[src/design/remote_port_pkg.sv]
// Constants and types shared by the remote host access port
package remote_port_pkg;

  localparam int CMD_W = 3;
  localparam logic [2:0] CMD_INSTRUCTION_MEMORY = 3'h0;
  localparam logic [2:0] CMD_DATA_MEMORY = 3'h1;
  localparam logic [2:0] CMD_PC_LOW = 3'h2;
  localparam logic [2:0] CMD_PC_HIGH = 3'h3;
  localparam logic [2:0] CMD_CONFIG = 3'h4;

  // Remote interface config byte: three 2-bit wait-state fields
  localparam int WS_W = 2;
  localparam int IWS_LSB = 0;
  localparam int DWS_LSB = 2;
  localparam int LWS_LSB = 4;
  localparam logic [7:0] CONFIG_RESET = 8'h15;
  localparam logic [15:0] IA_RESET = 16'h0000;

  // One T-state is one device clock period
  localparam int CLK_PERIOD_NS = 50;
  localparam int T_STATE_NS = 50;
  localparam int T_STATE_CYC = (T_STATE_NS + CLK_PERIOD_NS - 1) / CLK_PERIOD_NS;
  localparam int SYNC_DEPTH = 2;
  // Latest host release that costs no extra T-state
  localparam int RELEASE_LATE_NS = 45;
  localparam int RELEASE_LATE_RAW = RELEASE_LATE_NS / CLK_PERIOD_NS;
  localparam int RELEASE_LATE_CYC = (RELEASE_LATE_RAW < 1) ? 1 : RELEASE_LATE_RAW;
  localparam logic [2:0] HOST_LATE_CYC = 3'(SYNC_DEPTH + RELEASE_LATE_CYC);
  localparam logic [2:0] INSTRUCTION_MEMORY_SEIZE_T = 3'(T_STATE_CYC);
  localparam logic [2:0] REG_OWN_T = 3'(2 * T_STATE_CYC);

  typedef enum logic [2:0] {
    ST_IDLE = 3'h0,
    ST_SEIZE = 3'h1,
    ST_OWN = 3'h2,
    ST_ACK = 3'h3,
    ST_EXTRA = 3'h4,
    ST_RELEASE = 3'h5,
    ST_WAIT_HOST = 3'h6
  } state_type;

endpackage : remote_port_pkg

[src/design/pin_sync.sv]
// Two-flop synchroniser for pin inputs
`timescale 1ns/1ps
`default_nettype none
module pin_sync #(
  parameter int WIDTH = 1
) (
  input wire logic clk_i,
  input wire logic reset_i,
  input wire logic [WIDTH-1:0] async_i,
  input wire logic [WIDTH-1:0] reset_val_i,
  output logic [WIDTH-1:0] sync_o
);

  typedef struct packed {
    logic [WIDTH-1:0] first;
    logic [WIDTH-1:0] second;
  } sync_state_type;

  sync_state_type r;
  sync_state_type nxt;

  // First stage is read only by the second
  always_comb
  begin
    nxt.first = async_i;
    nxt.second = r.first;
  end

  // Reset value is a tie-off constant at the instance
  always_ff @(posedge clk_i)
  begin
    if (reset_i)
    begin
      r.first <= reset_val_i;
      r.second <= reset_val_i;
    end
    else
    begin
      r <= nxt;
    end
  end

  assign sync_o = r.second;

endmodule : pin_sync
`default_nettype wire

[src/design/remote_host_access_port.sv]
// Remote host access port: host reads and writes instruction memory and registers, writes data memory
`timescale 1ns/1ps
`default_nettype none
module remote_host_access_port (
  input wire logic REF_CLK_I,
  input wire logic RESET_I,
  input wire logic REMOTE_ACCESS_ENABLE_N_I,
  input wire logic REMOTE_READ_STROBE_N_I,
  input wire logic REMOTE_WRITE_STROBE_N_I,
  input wire logic [2:0] COMMAND_I,
  input wire logic [7:0] AD_I,
  output logic [7:0] AD_O,
  output logic AD_OE_N_O,
  output logic TRANSFER_WAIT_ACK_O,
  output logic LOCAL_BUS_OWNED_O,
  output logic [15:0] INSTRUCTION_ADDRESS_BUS_O,
  input wire logic [15:0] INSTR_DATA_I,
  output logic [15:0] INSTR_DATA_O,
  output logic INSTR_DATA_OE_N_O,
  output logic INSTR_MEM_WRITE_STROBE_N_O,
  output logic DATA_MEM_WRITE_N_O,
  output logic [7:0] DATA_MEM_DATA_O,
  output logic [7:0] REMOTE_INTERFACE_CONFIG_O
);

  typedef struct packed {
    remote_port_pkg::state_type st;
    logic [2:0] cnt;
    logic [2:0] hold;
    logic [2:0] since_lcl;
    logic [2:0] cmd;
    logic is_wr;
    logic rd_hi;
    logic wr_hi;
    logic [15:0] ia;
    logic [7:0] cfg;
    logic [7:0] lo_byte;
    logic [7:0] wdata;
    logic [7:0] ad_out;
  } port_state_type;

  port_state_type r;
  port_state_type nxt;

  logic [29:0] pins_s;
  logic en_n_s;
  logic rd_n_s;
  logic wr_n_s;
  logic [2:0] cmd_s;
  logic [7:0] ad_s;
  logic [15:0] idata_s;
  logic req;
  logic local_bus_owned;
  logic strobe_on;
  logic iwr_on;
  logic dwr_on;
  logic ad_drive;
  logic instruction_memory_hi_wr;

  // Wait-state field of the config byte, widened for counting
  function automatic logic [2:0] ws_field(input logic [7:0] cfg, input int lsb);
    ws_field = {1'b0, cfg[lsb +: remote_port_pkg::WS_W]};
  endfunction : ws_field

  // Pins cross into the clock domain; strobes idle high
  pin_sync #(
    .WIDTH(30)
  ) u_pin_sync (
    .clk_i(REF_CLK_I),
    .reset_i(RESET_I),
    .async_i({REMOTE_ACCESS_ENABLE_N_I, REMOTE_READ_STROBE_N_I, REMOTE_WRITE_STROBE_N_I,
      COMMAND_I, AD_I, INSTR_DATA_I}),
    .reset_val_i({3'h7, 27'h0000000}),
    .sync_o(pins_s)
  );

  assign en_n_s = pins_s[29];
  assign rd_n_s = pins_s[28];
  assign wr_n_s = pins_s[27];
  assign cmd_s = pins_s[26:24];
  assign ad_s = pins_s[23:16];
  assign idata_s = pins_s[15:0];

  // Command sampled with the strobe; host keeps it stable a T-state
  assign req = !en_n_s && (!rd_n_s || !wr_n_s);

  always_comb
  begin
    logic [2:0] seize_len;
    logic [2:0] own_len;
    logic [7:0] rbyte;
    nxt = r;
    seize_len = 3'h0;
    own_len = 3'h0;
    rbyte = 8'h00;
    if (r.cmd == remote_port_pkg::CMD_INSTRUCTION_MEMORY)
    begin
      seize_len = remote_port_pkg::INSTRUCTION_MEMORY_SEIZE_T;
    end
    else
    begin
      seize_len = ws_field(r.cfg, remote_port_pkg::LWS_LSB) + 3'h1;
    end
    if (r.cmd == remote_port_pkg::CMD_INSTRUCTION_MEMORY && !(r.is_wr && !r.wr_hi))
    begin
      own_len = ws_field(r.cfg, remote_port_pkg::IWS_LSB) + 3'h2;
    end
    else if (r.cmd == remote_port_pkg::CMD_DATA_MEMORY)
    begin
      own_len = ws_field(r.cfg, remote_port_pkg::DWS_LSB) + 3'h2;
    end
    else
    begin
      own_len = remote_port_pkg::REG_OWN_T;
    end
    unique case (r.cmd)
      remote_port_pkg::CMD_INSTRUCTION_MEMORY: rbyte = r.rd_hi ? idata_s[15:8] : idata_s[7:0];
      remote_port_pkg::CMD_PC_LOW: rbyte = r.ia[7:0];
      remote_port_pkg::CMD_PC_HIGH: rbyte = r.ia[15:8];
      remote_port_pkg::CMD_CONFIG: rbyte = r.cfg;
      default: rbyte = 8'h00;
    endcase
    if (r.since_lcl != 3'h7)
    begin
      nxt.since_lcl = r.since_lcl + 3'h1;
    end
    unique case (r.st)
      remote_port_pkg::ST_IDLE:
      begin
        if (req)
        begin
          nxt.st = remote_port_pkg::ST_SEIZE;
          nxt.cmd = cmd_s;
          nxt.is_wr = !wr_n_s;
          nxt.cnt = 3'h0;
        end
      end
      remote_port_pkg::ST_SEIZE:
      begin
        nxt.cnt = r.cnt + 3'h1;
        if (r.cnt >= seize_len - 3'h1)
        begin
          nxt.st = remote_port_pkg::ST_OWN;
          nxt.cnt = 3'h0;
          nxt.since_lcl = 3'h0;
        end
      end
      remote_port_pkg::ST_OWN:
      begin
        nxt.cnt = r.cnt + 3'h1;
        nxt.wdata = ad_s;
        if (r.cnt >= own_len - 3'h1)
        begin
          nxt.st = remote_port_pkg::ST_ACK;
          nxt.hold = 3'h0;
        end
      end
      remote_port_pkg::ST_ACK:
      begin
        if (!r.is_wr)
        begin
          // Byte stays one more cycle, then bus goes back
          nxt.st = remote_port_pkg::ST_WAIT_HOST;
          if (r.cmd == remote_port_pkg::CMD_INSTRUCTION_MEMORY)
          begin
            nxt.rd_hi = !r.rd_hi;
            if (r.rd_hi)
            begin
              nxt.ia = r.ia + 16'h0001;
            end
          end
        end
        else if (req)
        begin
          // Keep the last byte seen while the host still strobes
          nxt.wdata = ad_s;
          if (r.hold != 3'h7)
          begin
            nxt.hold = r.hold + 3'h1;
          end
        end
        else
        begin
          if (r.hold > remote_port_pkg::HOST_LATE_CYC)
          begin
            nxt.st = remote_port_pkg::ST_EXTRA;
          end
          else
          begin
            nxt.st = remote_port_pkg::ST_RELEASE;
          end
          unique case (r.cmd)
            remote_port_pkg::CMD_INSTRUCTION_MEMORY:
            begin
              nxt.wr_hi = !r.wr_hi;
              if (!r.wr_hi)
              begin
                nxt.lo_byte = r.wdata;
              end
              else
              begin
                nxt.ia = r.ia + 16'h0001;
              end
            end
            remote_port_pkg::CMD_PC_LOW: nxt.ia[7:0] = r.wdata;
            remote_port_pkg::CMD_PC_HIGH: nxt.ia[15:8] = r.wdata;
            remote_port_pkg::CMD_CONFIG: nxt.cfg = r.wdata;
            default: nxt.cfg = r.cfg;
          endcase
        end
      end
      remote_port_pkg::ST_EXTRA: nxt.st = remote_port_pkg::ST_RELEASE;
      remote_port_pkg::ST_RELEASE: nxt.st = remote_port_pkg::ST_IDLE;
      remote_port_pkg::ST_WAIT_HOST:
      begin
        if (!req)
        begin
          nxt.st = remote_port_pkg::ST_IDLE;
        end
      end
      default: nxt.st = remote_port_pkg::ST_IDLE;
    endcase
    // Read byte shown while owned; otherwise the low address
    if ((nxt.st == remote_port_pkg::ST_OWN || nxt.st == remote_port_pkg::ST_ACK) && !nxt.is_wr)
    begin
      nxt.ad_out = rbyte;
    end
    else
    begin
      nxt.ad_out = nxt.ia[7:0];
    end
  end

  always_ff @(posedge REF_CLK_I)
  begin
    if (RESET_I)
    begin
      r.st <= remote_port_pkg::ST_IDLE;
      r.cnt <= 3'h0;
      r.hold <= 3'h0;
      r.since_lcl <= 3'h7;
      r.cmd <= remote_port_pkg::CMD_INSTRUCTION_MEMORY;
      r.is_wr <= 1'b0;
      r.rd_hi <= 1'b0;
      r.wr_hi <= 1'b0;
      r.ia <= remote_port_pkg::IA_RESET;
      r.cfg <= remote_port_pkg::CONFIG_RESET;
      r.lo_byte <= 8'h00;
      r.wdata <= 8'h00;
      r.ad_out <= 8'h00;
    end
    else
    begin
      r <= nxt;
    end
  end

  assign local_bus_owned = r.st == remote_port_pkg::ST_OWN || r.st == remote_port_pkg::ST_ACK ||
    r.st == remote_port_pkg::ST_EXTRA || r.st == remote_port_pkg::ST_RELEASE;
  assign instruction_memory_hi_wr = r.cmd == remote_port_pkg::CMD_INSTRUCTION_MEMORY && r.wr_hi;
  // Strobe from one T after seize until the host lets go
  assign strobe_on = r.is_wr && ((r.st == remote_port_pkg::ST_OWN && r.cnt != 3'h0) ||
    r.st == remote_port_pkg::ST_ACK);
  assign iwr_on = strobe_on && instruction_memory_hi_wr;
  assign dwr_on = strobe_on && r.cmd == remote_port_pkg::CMD_DATA_MEMORY;
  // Read data phase drives; release cycle drives before bus goes back
  assign ad_drive = !local_bus_owned || r.st == remote_port_pkg::ST_RELEASE ||
    (!r.is_wr && ((r.st == remote_port_pkg::ST_OWN && r.cnt != 3'h0) ||
    r.st == remote_port_pkg::ST_ACK));

  assign AD_O = r.ad_out;
  assign AD_OE_N_O = !ad_drive;
  assign TRANSFER_WAIT_ACK_O = !(r.st == remote_port_pkg::ST_SEIZE ||
    r.st == remote_port_pkg::ST_OWN);
  assign LOCAL_BUS_OWNED_O = local_bus_owned;
  assign INSTRUCTION_ADDRESS_BUS_O = r.ia;
  assign INSTR_DATA_O = {r.wdata, r.lo_byte};
  assign INSTR_DATA_OE_N_O = !iwr_on;
  assign INSTR_MEM_WRITE_STROBE_N_O = !iwr_on;
  assign DATA_MEM_WRITE_N_O = !dwr_on;
  assign DATA_MEM_DATA_O = r.wdata;
  assign REMOTE_INTERFACE_CONFIG_O = r.cfg;

  a_ack_on_request: assert property (@(posedge REF_CLK_I) disable iff (RESET_I)
    r.st == remote_port_pkg::ST_IDLE && req |=> !TRANSFER_WAIT_ACK_O)
    else $error("acknowledge did not drop on request");

  a_instruction_memory_seize_time: assert property (@(posedge REF_CLK_I) disable iff (RESET_I)
    $fell(TRANSFER_WAIT_ACK_O) && r.cmd == remote_port_pkg::CMD_INSTRUCTION_MEMORY
    |-> !LOCAL_BUS_OWNED_O ##1 LOCAL_BUS_OWNED_O)
    else $error("instruction access seized bus at wrong time");

  a_data_memory_seize_time: assert property (@(posedge REF_CLK_I) disable iff (RESET_I)
    $fell(TRANSFER_WAIT_ACK_O) && r.cmd == remote_port_pkg::CMD_DATA_MEMORY &&
    r.cfg[remote_port_pkg::LWS_LSB +: 2] == 2'h1
    |-> !LOCAL_BUS_OWNED_O [*2] ##1 LOCAL_BUS_OWNED_O)
    else $error("data access seized bus at wrong time");

  a_float_on_seize: assert property (@(posedge REF_CLK_I) disable iff (RESET_I)
    $rose(LOCAL_BUS_OWNED_O) |-> AD_OE_N_O) else $error("bus not floated on seize");

  a_drive_before_release: assert property (@(posedge REF_CLK_I) disable iff (RESET_I)
    $fell(LOCAL_BUS_OWNED_O) |-> $past(AD_OE_N_O) == 1'b0) else $error("bus not driven before release");

  a_read_byte_phase: assert property (@(posedge REF_CLK_I) disable iff (RESET_I)
    $rose(LOCAL_BUS_OWNED_O) && !r.is_wr |=> !AD_OE_N_O)
    else $error("read byte not driven one T-state after seize");

  a_instruction_memory_ack_time: assert property (@(posedge REF_CLK_I) disable iff (RESET_I)
    $rose(TRANSFER_WAIT_ACK_O) && r.cmd == remote_port_pkg::CMD_INSTRUCTION_MEMORY &&
    !(r.is_wr && !r.wr_hi)
    |-> r.since_lcl == ws_field(r.cfg, remote_port_pkg::IWS_LSB) + 3'h2)
    else $error("instruction acknowledge at wrong time");

  a_read_data_hold: assert property (@(posedge REF_CLK_I) disable iff (RESET_I)
    $rose(TRANSFER_WAIT_ACK_O) && !r.is_wr |-> !AD_OE_N_O && $stable(AD_O))
    else $error("read byte not held after acknowledge");

  a_ia_advance: assert property (@(posedge REF_CLK_I) disable iff (RESET_I)
    $fell(LOCAL_BUS_OWNED_O) && !r.is_wr && r.cmd == remote_port_pkg::CMD_INSTRUCTION_MEMORY
    |-> INSTRUCTION_ADDRESS_BUS_O == $past(INSTRUCTION_ADDRESS_BUS_O) + (r.rd_hi ? 16'h0 : 16'h1))
    else $error("instruction address advanced on wrong byte");

  a_release_after_host: assert property (@(posedge REF_CLK_I) disable iff (RESET_I)
    r.st == remote_port_pkg::ST_ACK && r.is_wr && !req &&
    r.hold <= remote_port_pkg::HOST_LATE_CYC |=> LOCAL_BUS_OWNED_O ##1 !LOCAL_BUS_OWNED_O)
    else $error("bus not released one T-state after host release");

  a_late_extra_state: assert property (@(posedge REF_CLK_I) disable iff (RESET_I)
    r.st == remote_port_pkg::ST_ACK && r.is_wr && !req &&
    r.hold > remote_port_pkg::HOST_LATE_CYC |=> LOCAL_BUS_OWNED_O [*2] ##1 !LOCAL_BUS_OWNED_O)
    else $error("late release did not add a T-state");

  a_strobe_start: assert property (@(posedge REF_CLK_I) disable iff (RESET_I)
    $fell(DATA_MEM_WRITE_N_O) || $fell(INSTR_MEM_WRITE_STROBE_N_O) |-> r.since_lcl == 3'h1)
    else $error("write strobe not one T-state after seize");

  a_strobe_until_host: assert property (@(posedge REF_CLK_I) disable iff (RESET_I)
    !DATA_MEM_WRITE_N_O && TRANSFER_WAIT_ACK_O && req |=> !DATA_MEM_WRITE_N_O)
    else $error("data strobe ended before host release");

  a_idrv_follows: assert property (@(posedge REF_CLK_I) disable iff (RESET_I)
    $fell(INSTR_MEM_WRITE_STROBE_N_O) |-> !INSTR_DATA_OE_N_O ##1
    (!INSTR_DATA_OE_N_O)[*1] ##0 !INSTR_MEM_WRITE_STROBE_N_O)
    else $error("instruction drivers not enabled with strobe");

endmodule : remote_host_access_port
`default_nettype wire

[config.mk]
export PLATFORM = sky130hd
export DESIGN_NAME = remote_host_access_port
export DESIGN_NICKNAME = d
export VERILOG_FILES = /design/src/design/remote_port_pkg.sv /design/src/design/pin_sync.sv /design/src/design/remote_host_access_port.sv
export SDC_FILE = /design/constraint.sdc
export NUM_CORES = 1
export LEC_CHECK = 0
export ABC_AREA = 1
export BUFFER_PORTS_ARGS = -buffer_cell sky130_fd_sc_hd__buf_2
export CELL_PAD_IN_SITES_DETAIL_PLACEMENT = 1
export CELL_PAD_IN_SITES_GLOBAL_PLACEMENT = 1
export CORE_ASPECT_RATIO = 0.5
export CORE_MARGIN = 2
export CORE_UTILIZATION = 41
export DETAILED_ROUTE_END_ITERATION = 7
export HOLD_SLACK_MARGIN = 0.08
export PLACE_DENSITY = 0.85
export SYNTH_ARGS = -nofsm -noshare
export SYNTH_HDL_FRONTEND = slang
export SYNTH_SLANG_ARGS = --single-unit
[constraint.sdc]
create_clock -name REF_CLK_I -period 2.7 [get_ports REF_CLK_I]
set_input_delay 0.135 -clock REF_CLK_I [delete_from_list [all_inputs] [get_ports REF_CLK_I]]
set_output_delay 0.135 -clock REF_CLK_I [all_outputs]
set_load 0.02 [all_outputs]
; ---- Word-level counts from Yosys, hierarchy flattened
; Cells that the tools add are included.
[classes]
n_addsub = 8
n_mul = 0
div = 0
magnitude_cmp = 3
eq_ne = 20
shifts = 0
mux = 37
bitwise_logic = 3
n_reduce_logical = 49
[op_table]
columns = operator, count
row1 = 2-to-1 mux 16 bit, 5
row2 = 2-to-1 mux 24 bit, 2
row3 = 2-to-1 mux 8 bit, 6
row4 = one-hot mux 8 bit (2 select lines), 3
row5 = 2-to-1 mux 3 bit, 11
row6 = 2-to-1 mux 32 bit, 1
row7 = one-hot mux 8 bit (4 select lines), 1
row8 = "equality test 3 x 2 -> 1 bit, second input constant", 6
row9 = one-hot mux 3 bit (6 select lines), 1
row10 = "adder 16 x 1 -> 16 bit, second input constant", 1
row11 = logical NOT 1 bit, 13
row12 = "equality test 3 bit, second input constant", 4
row13 = 2-to-1 mux 6 bit, 2
row14 = "inequality test 2 bit, second input constant", 6
row15 = logical AND 1 bit, 10
row16 = AND reduction 5 bit, 2
row17 = logical OR 1 bit, 9
row18 = one-hot mux 3 bit (3 select lines), 1
row19 = nonzero test 3 bit, 3
row20 = AND reduction 4 bit, 2
row21 = "adder 2 x 2 -> 3 bit, second input constant", 2
row22 = "adder 3 x 1 -> 3 bit, second input constant", 2
row23 = "equality test 3 x 1 -> 1 bit, second input constant", 2
row24 = greater-or-equal comparator 3 bit, 2
row25 = 13 further kinds, 23
[totals]
regBits = 123
latchBits = 0
mem_bits_rw = 0
romBits = 0
input_bits = 32
mem_count = 0

; ---- Logic depth before layout (Yosys ltp)
[logic_depth]
ltp_word = 13
ltp_mapped = 16

; ---- Hierarchy
; A second synthesis with hierarchy kept.
[unflattened]
hier_cells = 941
area_unflattened_um2 = 6468.7
[modules_own_cells]
columns = module, instances, cells_per_inst, area_each_um2, seq_area_each_um2
row1 = remote_host_access_port, 1, 721, 4655.7, 1261.2
row2 = pin_sync, 1, 220, 1813.0, 1201.2

; ---- Worst setup path before layout
; OpenSTA, ideal clock, no wires.
[synth_timing]
path_kind = register -> register
startpoint = register r[51] (netlist name)
endpoint = register r, in the netlist AD_O[7]
t_arrival_ns = 2.204
t_required_ns = 2.591
path_slack_ns = 0.388
stages_incl_launch_ff = 17
n_path_buf = 1
path_cell_list = dfxtp_1 nor2_8 nand2_4 inv_2 nor2_1 ha_1 xor2_1 ha_1 a21oi_1 nand3_1 nand2_1 nand3_2 nand2_4 buf_6 nand3_1 nand2_1 inv_1
[synth_via]
elab_chain_cells = 11
[synth_rtl]
columns = element, line_no
row1 = from (decl), remote_host_access_port.sv:42  ; port_state_type r;
row2 = from (signal assigned), remote_host_access_port.sv:254  ; r <= nxt;
row3 = equality test 3 x 1 -> 1 bit / logical NOT 3 bit (equally long branches), n/a
row4 = 2-to-1 mux 3 bit / logical AND 1 bit (equally long branches), "remote_host_access_port.sv:108, remote_host_access_port.sv:104"
row5 = 2-to-1 mux 3 bit, remote_host_access_port.sv:104  ; if (r.cmd == remote_port_pkg::CMD_INSTRUCTION_MEMORY && !(r.is_wr && !r.wr_hi))
row6 = subtractor 3 x 1 -> 3 bit, remote_host_access_port.sv:152  ; if (r.cnt >= own_len - 3'h1)
row7 = greater-or-equal comparator 3 bit, remote_host_access_port.sv:152
row8 = 2-to-1 mux 3 bit, remote_host_access_port.sv:152
row9 = one-hot mux 3 bit (6 select lines), remote_host_access_port.sv:127  ; unique case (r.st)
row10 = equality test 3 x 2 -> 1 bit, remote_host_access_port.sv:224  ; if ((nxt.st == remote_port_pkg::ST_OWN || nxt.st == remote_port_pkg::ST_ACK) && !nxt.is_wr)
row11 = logical OR 1 bit, remote_host_access_port.sv:224
row12 = logical AND 1 bit, remote_host_access_port.sv:224
row13 = 2-to-1 mux 8 bit (*), remote_host_access_port.sv:224
; Every way passes the cells marked *; elsewhere a longest branch is shown, timed or not. The select of a mux whose other input is x is not followed.
; A chain may end at the register's enable or synchronous reset.

; ---- Worst setup path after layout
[layout_timing]
startpoint = register r[53] (netlist name)
endpoint = register r, in the netlist AD_O[1]
; The elaborated chain is that of the path after synthesis.

==> impl_results.md <==
- Achievable Freq: 394.9 MHz
- First-pass GRT wire length: 32020 µm
- CP bufs+invs: 2
- Die height: 91.87 µm
- Final Cycle Share: 93.78%
- CP Launch Type: register
- R2R setup slack: 0.17 ns
- Total die area: 16510 µm²
- CTS Buf Count: 17
- Initial detailed-routing violation count: 446
- Crit-path max FO: 12
- Clock Sinks: 123
- Max incr delay on CP: 0.38 ns
- Syn-to-layout area delta: 18.42%
- Residual DRC: 0
- Worst slew pin tran: 0.7920 ns
- Worst Hold Class: primary input to register
- Detailed-placement wirelength estimate: 13940 µm
- Cell mode on critical path: nand2_1
- RD Place Congestion: 0.9337
- Synth cell types: 43
- Hold_ws: 0.3564 ns
- Status: completed
- Main flop type after synthesis: dfxtp_1
- Port-buffer cells: 93
- Io pins: 94
- Cells after Synth: 892
- Initial Util: 41.50%
- Data arrival, critical path: 2.91 ns
- FF-to-FF Start: r[53]
- Die W: 179.7 µm
- Setup violations, final: 0
- Crit-path cells: nor2_8 > nand2_4 > inv_2 > nor2_1 > ha_1 > xor2_1 > ha_1 > a21oi_1 > nand3_1 > nand2_1 > nand3_2 > nand2_8 > nand2_1 > nand2_1 > nand2_1 > inv_1
- Vias in the first global route: 6047
- Hold Path Sink: INSTRUCTION_ADDRESS_BUS_O[10]
- Ant. Diodes: 0
- Worst-path clk slew: 0.07 ns
- Peak VDD IR: 433.1 µV
- Post-synth ARST share: 0%
- Core ar.: 15250 µm²
- Number of cells on the worst hold path: 4
- PD cells: 605.7 nW/µm²
- Count of flip-flops with a built-in enable after synthesis: 0
- Max Slew Vio Count: 0
- ANT nets after route: 0
- #FFs+latches synth: 123
- Most frequent cells in the layout: 188 x nand2_1, 120 x dfxtp_1, 118 x inv_1, 113 x nor2_1, 93 x buf_2
- CP required: 3.07 ns
- Final-stage net count: 1009
- Relative slew margins: 47.20%
- RSZ-0062 raised after global routing: false
- CTS root buffer: clkbuf_16
- Crit path max-delay family: simple AND/OR/NAND/NOR gates
- Path type of the worst setup path: register to register
- GRT Total Usage: 24.76%
- Post-Route WL: 19650 µm
- Slowest cell on the critical path: dfxtp_2
- CTS H-tree depth: 4
- Syn nets: 939
- Post-Place Setup Slack: 0.07902 ns
- Vias/cell: 5.042
- Setup Total Neg Slack: 0 ns
- TritonCTS clock tree: built
- Final Hold Fails: 0
- Yosys warns: 0
- Post-synthesis sequential area ratio: 38.89%
- Syn Area/Cell: 7.098 µm²
- Setup ws final: 0.1679 ns
- Leak pwr: 0.003587 µW
- First drt pass iteration count: 5
- Period minus WS final: 2.532 ns
- Commonest non-fill, non-tap cell in the layout: nand2_1
- Average wire per standard cell: 16.66 µm
- Largest net degree at the start of global routing: 77
- Remaining global-route overflow: 0
- Syn Std Cell Area: 6331 µm²
- Max Cap Viol: 0
- Design Power: 4541 µW
- Hold_sp: RESET_I
- Site Rows: 32
- Crit. End Element: register
- RR Endpoint: AD_O[1]
- Clk Latency, worst-skew pair: 0.42 ns
- Fraction of layout cells with a size suffix above 1: 20.62%
- Antenna violations before repair: 0
- Worst r2r path cells: 16
- CTS Buffer Depth: 2
- Via Count: 5945
- Post-Route Skew: 0.008406 ns
## cells in the mapped netlist, types with 4 or more instances
cell type | instances | area, µm²
a21oi_1 | 42 | 210.2
a21oi_2 | 11 | 96.34
buf_2 | 4 | 20.02
buf_4 | 60 | 450.4
buf_6 | 4 | 45.04
clkbuf_1 | 11 | 41.29
dfxtp_1 | 123 | 2462
ha_1 | 15 | 187.7
inv_1 | 118 | 442.9
inv_2 | 11 | 41.29
nand2_1 | 188 | 705.7
nand2_2 | 11 | 68.82
nand3_1 | 56 | 280.3
nand3_2 | 4 | 40.04
nand4_1 | 10 | 62.56
nor2_1 | 113 | 424.2
nor2_2 | 10 | 62.56
nor2_4 | 4 | 45.04
o2111ai_1 | 6 | 52.55
o21ai_0 | 36 | 180.2
o21ai_1 | 15 | 75.07
or2_2 | 6 | 37.54
xor2_1 | 4 | 35.03
## worst reg2reg max path, delay by kind of cell, from the launching register on
family / cells / cell delay, ns
xor+xnor: 1 / 0.17
flops: 1 / 0.38
simple gates: 10 / 1.10
buf+inv: 2 / 0.19
fa+ha+maj: 2 / 0.50
compound gates: 1 / 0.16
## metrics by stage
| step | cell area (µm²) | util (%) | cells |
|---|---|---|---|
| 2_1_floorplan | 6331 | - | 892 |
| 3_3_place_gp | 6536 | 42.85 | 1115 |
| 3_5_place_dp | 6536 | 42.85 | 1115 |
| 4_1_cts | 7460 | 48.90 | 1177 |
| 5_1_grt | 7497 | 49.15 | 1179 |
| 6_report | 7497 | 49.15 | 1179 |
## what timing repair did
action | 4_1_cts | 5_1_grt
hold buffers | 30 | 0
gates resized for setup | 0 | 7
endpoints found under the hold margin | 30 | 0
endpoints found under the setup margin | 0 | 13
setup buffers | 0 | 2
## per-layer routing
| metal | up-vias | global-route usage (%) | routed length, µm |
|---|---|---|---|
| met4 | 0 | 8.333 | 342 |
| met2 | 165 | 41.76 | 9248 |
| met3 | 30 | 4.607 | 950 |
| met5 | - | 0 | 0 |
| li1 | 2891 | - | - |
| met1 | 2859 | 32.09 | 9107 |
## where the power goes
group	internal (µW)	total (µW)	switching [µW]
Clock	1340	2370	1030
Sequential	1860	1890	25.4
Combinational	112	278	165
## sequential cells by signal, indices dropped and copies added (netlist names)
| signal | count |
|---|---|
| REMOTE_INTERFACE_CONFIG_O | 8 |
| INSTR_DATA_O | 8 |
| u_pin_sync.nxt | 30 |
| AD_O | 8 |
| r | 15 |
| u_pin_sync.sync_o | 30 |
| INSTRUCTION_ADDRESS_BUS_O | 16 |
| DATA_MEM_DATA_O | 8 |
## area by class of cell
type	count	area [µm²]
Inverter	129	486.7
Clock buffer	17	425.4
Tap cell	204	255.2
Timing Repair Buffer	131	825.8
Sequential cell	123	2469
Fill cell	1965	7757
Clock inverter	15	197.7
Multi-Input combinational cell	560	2838
## worst max path at each step
stage / slack, ns / from / to / depth (start not counted)
after floorplan: 0.39 / r[51] / AD_O[7] / 16
after global placement: 0.24 / r[51] / AD_O[7] / 16
after detailed placement: 0.08 / r[52] / AD_O[7] / 16
after CTS: 0.03 / r[51] / r[59] / 13
after global routing: 0.006 / r[53] / AD_O[1] / 16
final: 0.17 / r[53] / AD_O[1] / 16
## kinds of logic after synthesis
| kind of cell | after synthesis | share of synthesized area, % |
|---|---|---|
| and+or+nand+nor | 414 | 29.41 |
| AOI/OAI and AO/OA | 126 | 11.54 |
| xor gates and xnor gates | 5 | 0.6917 |
| DFF | 123 | 38.89 |
| adders and majority gates | 15 | 2.964 |
| buffers and inverters | 209 | 16.50 |
Power figures use the tool's default switching activity.
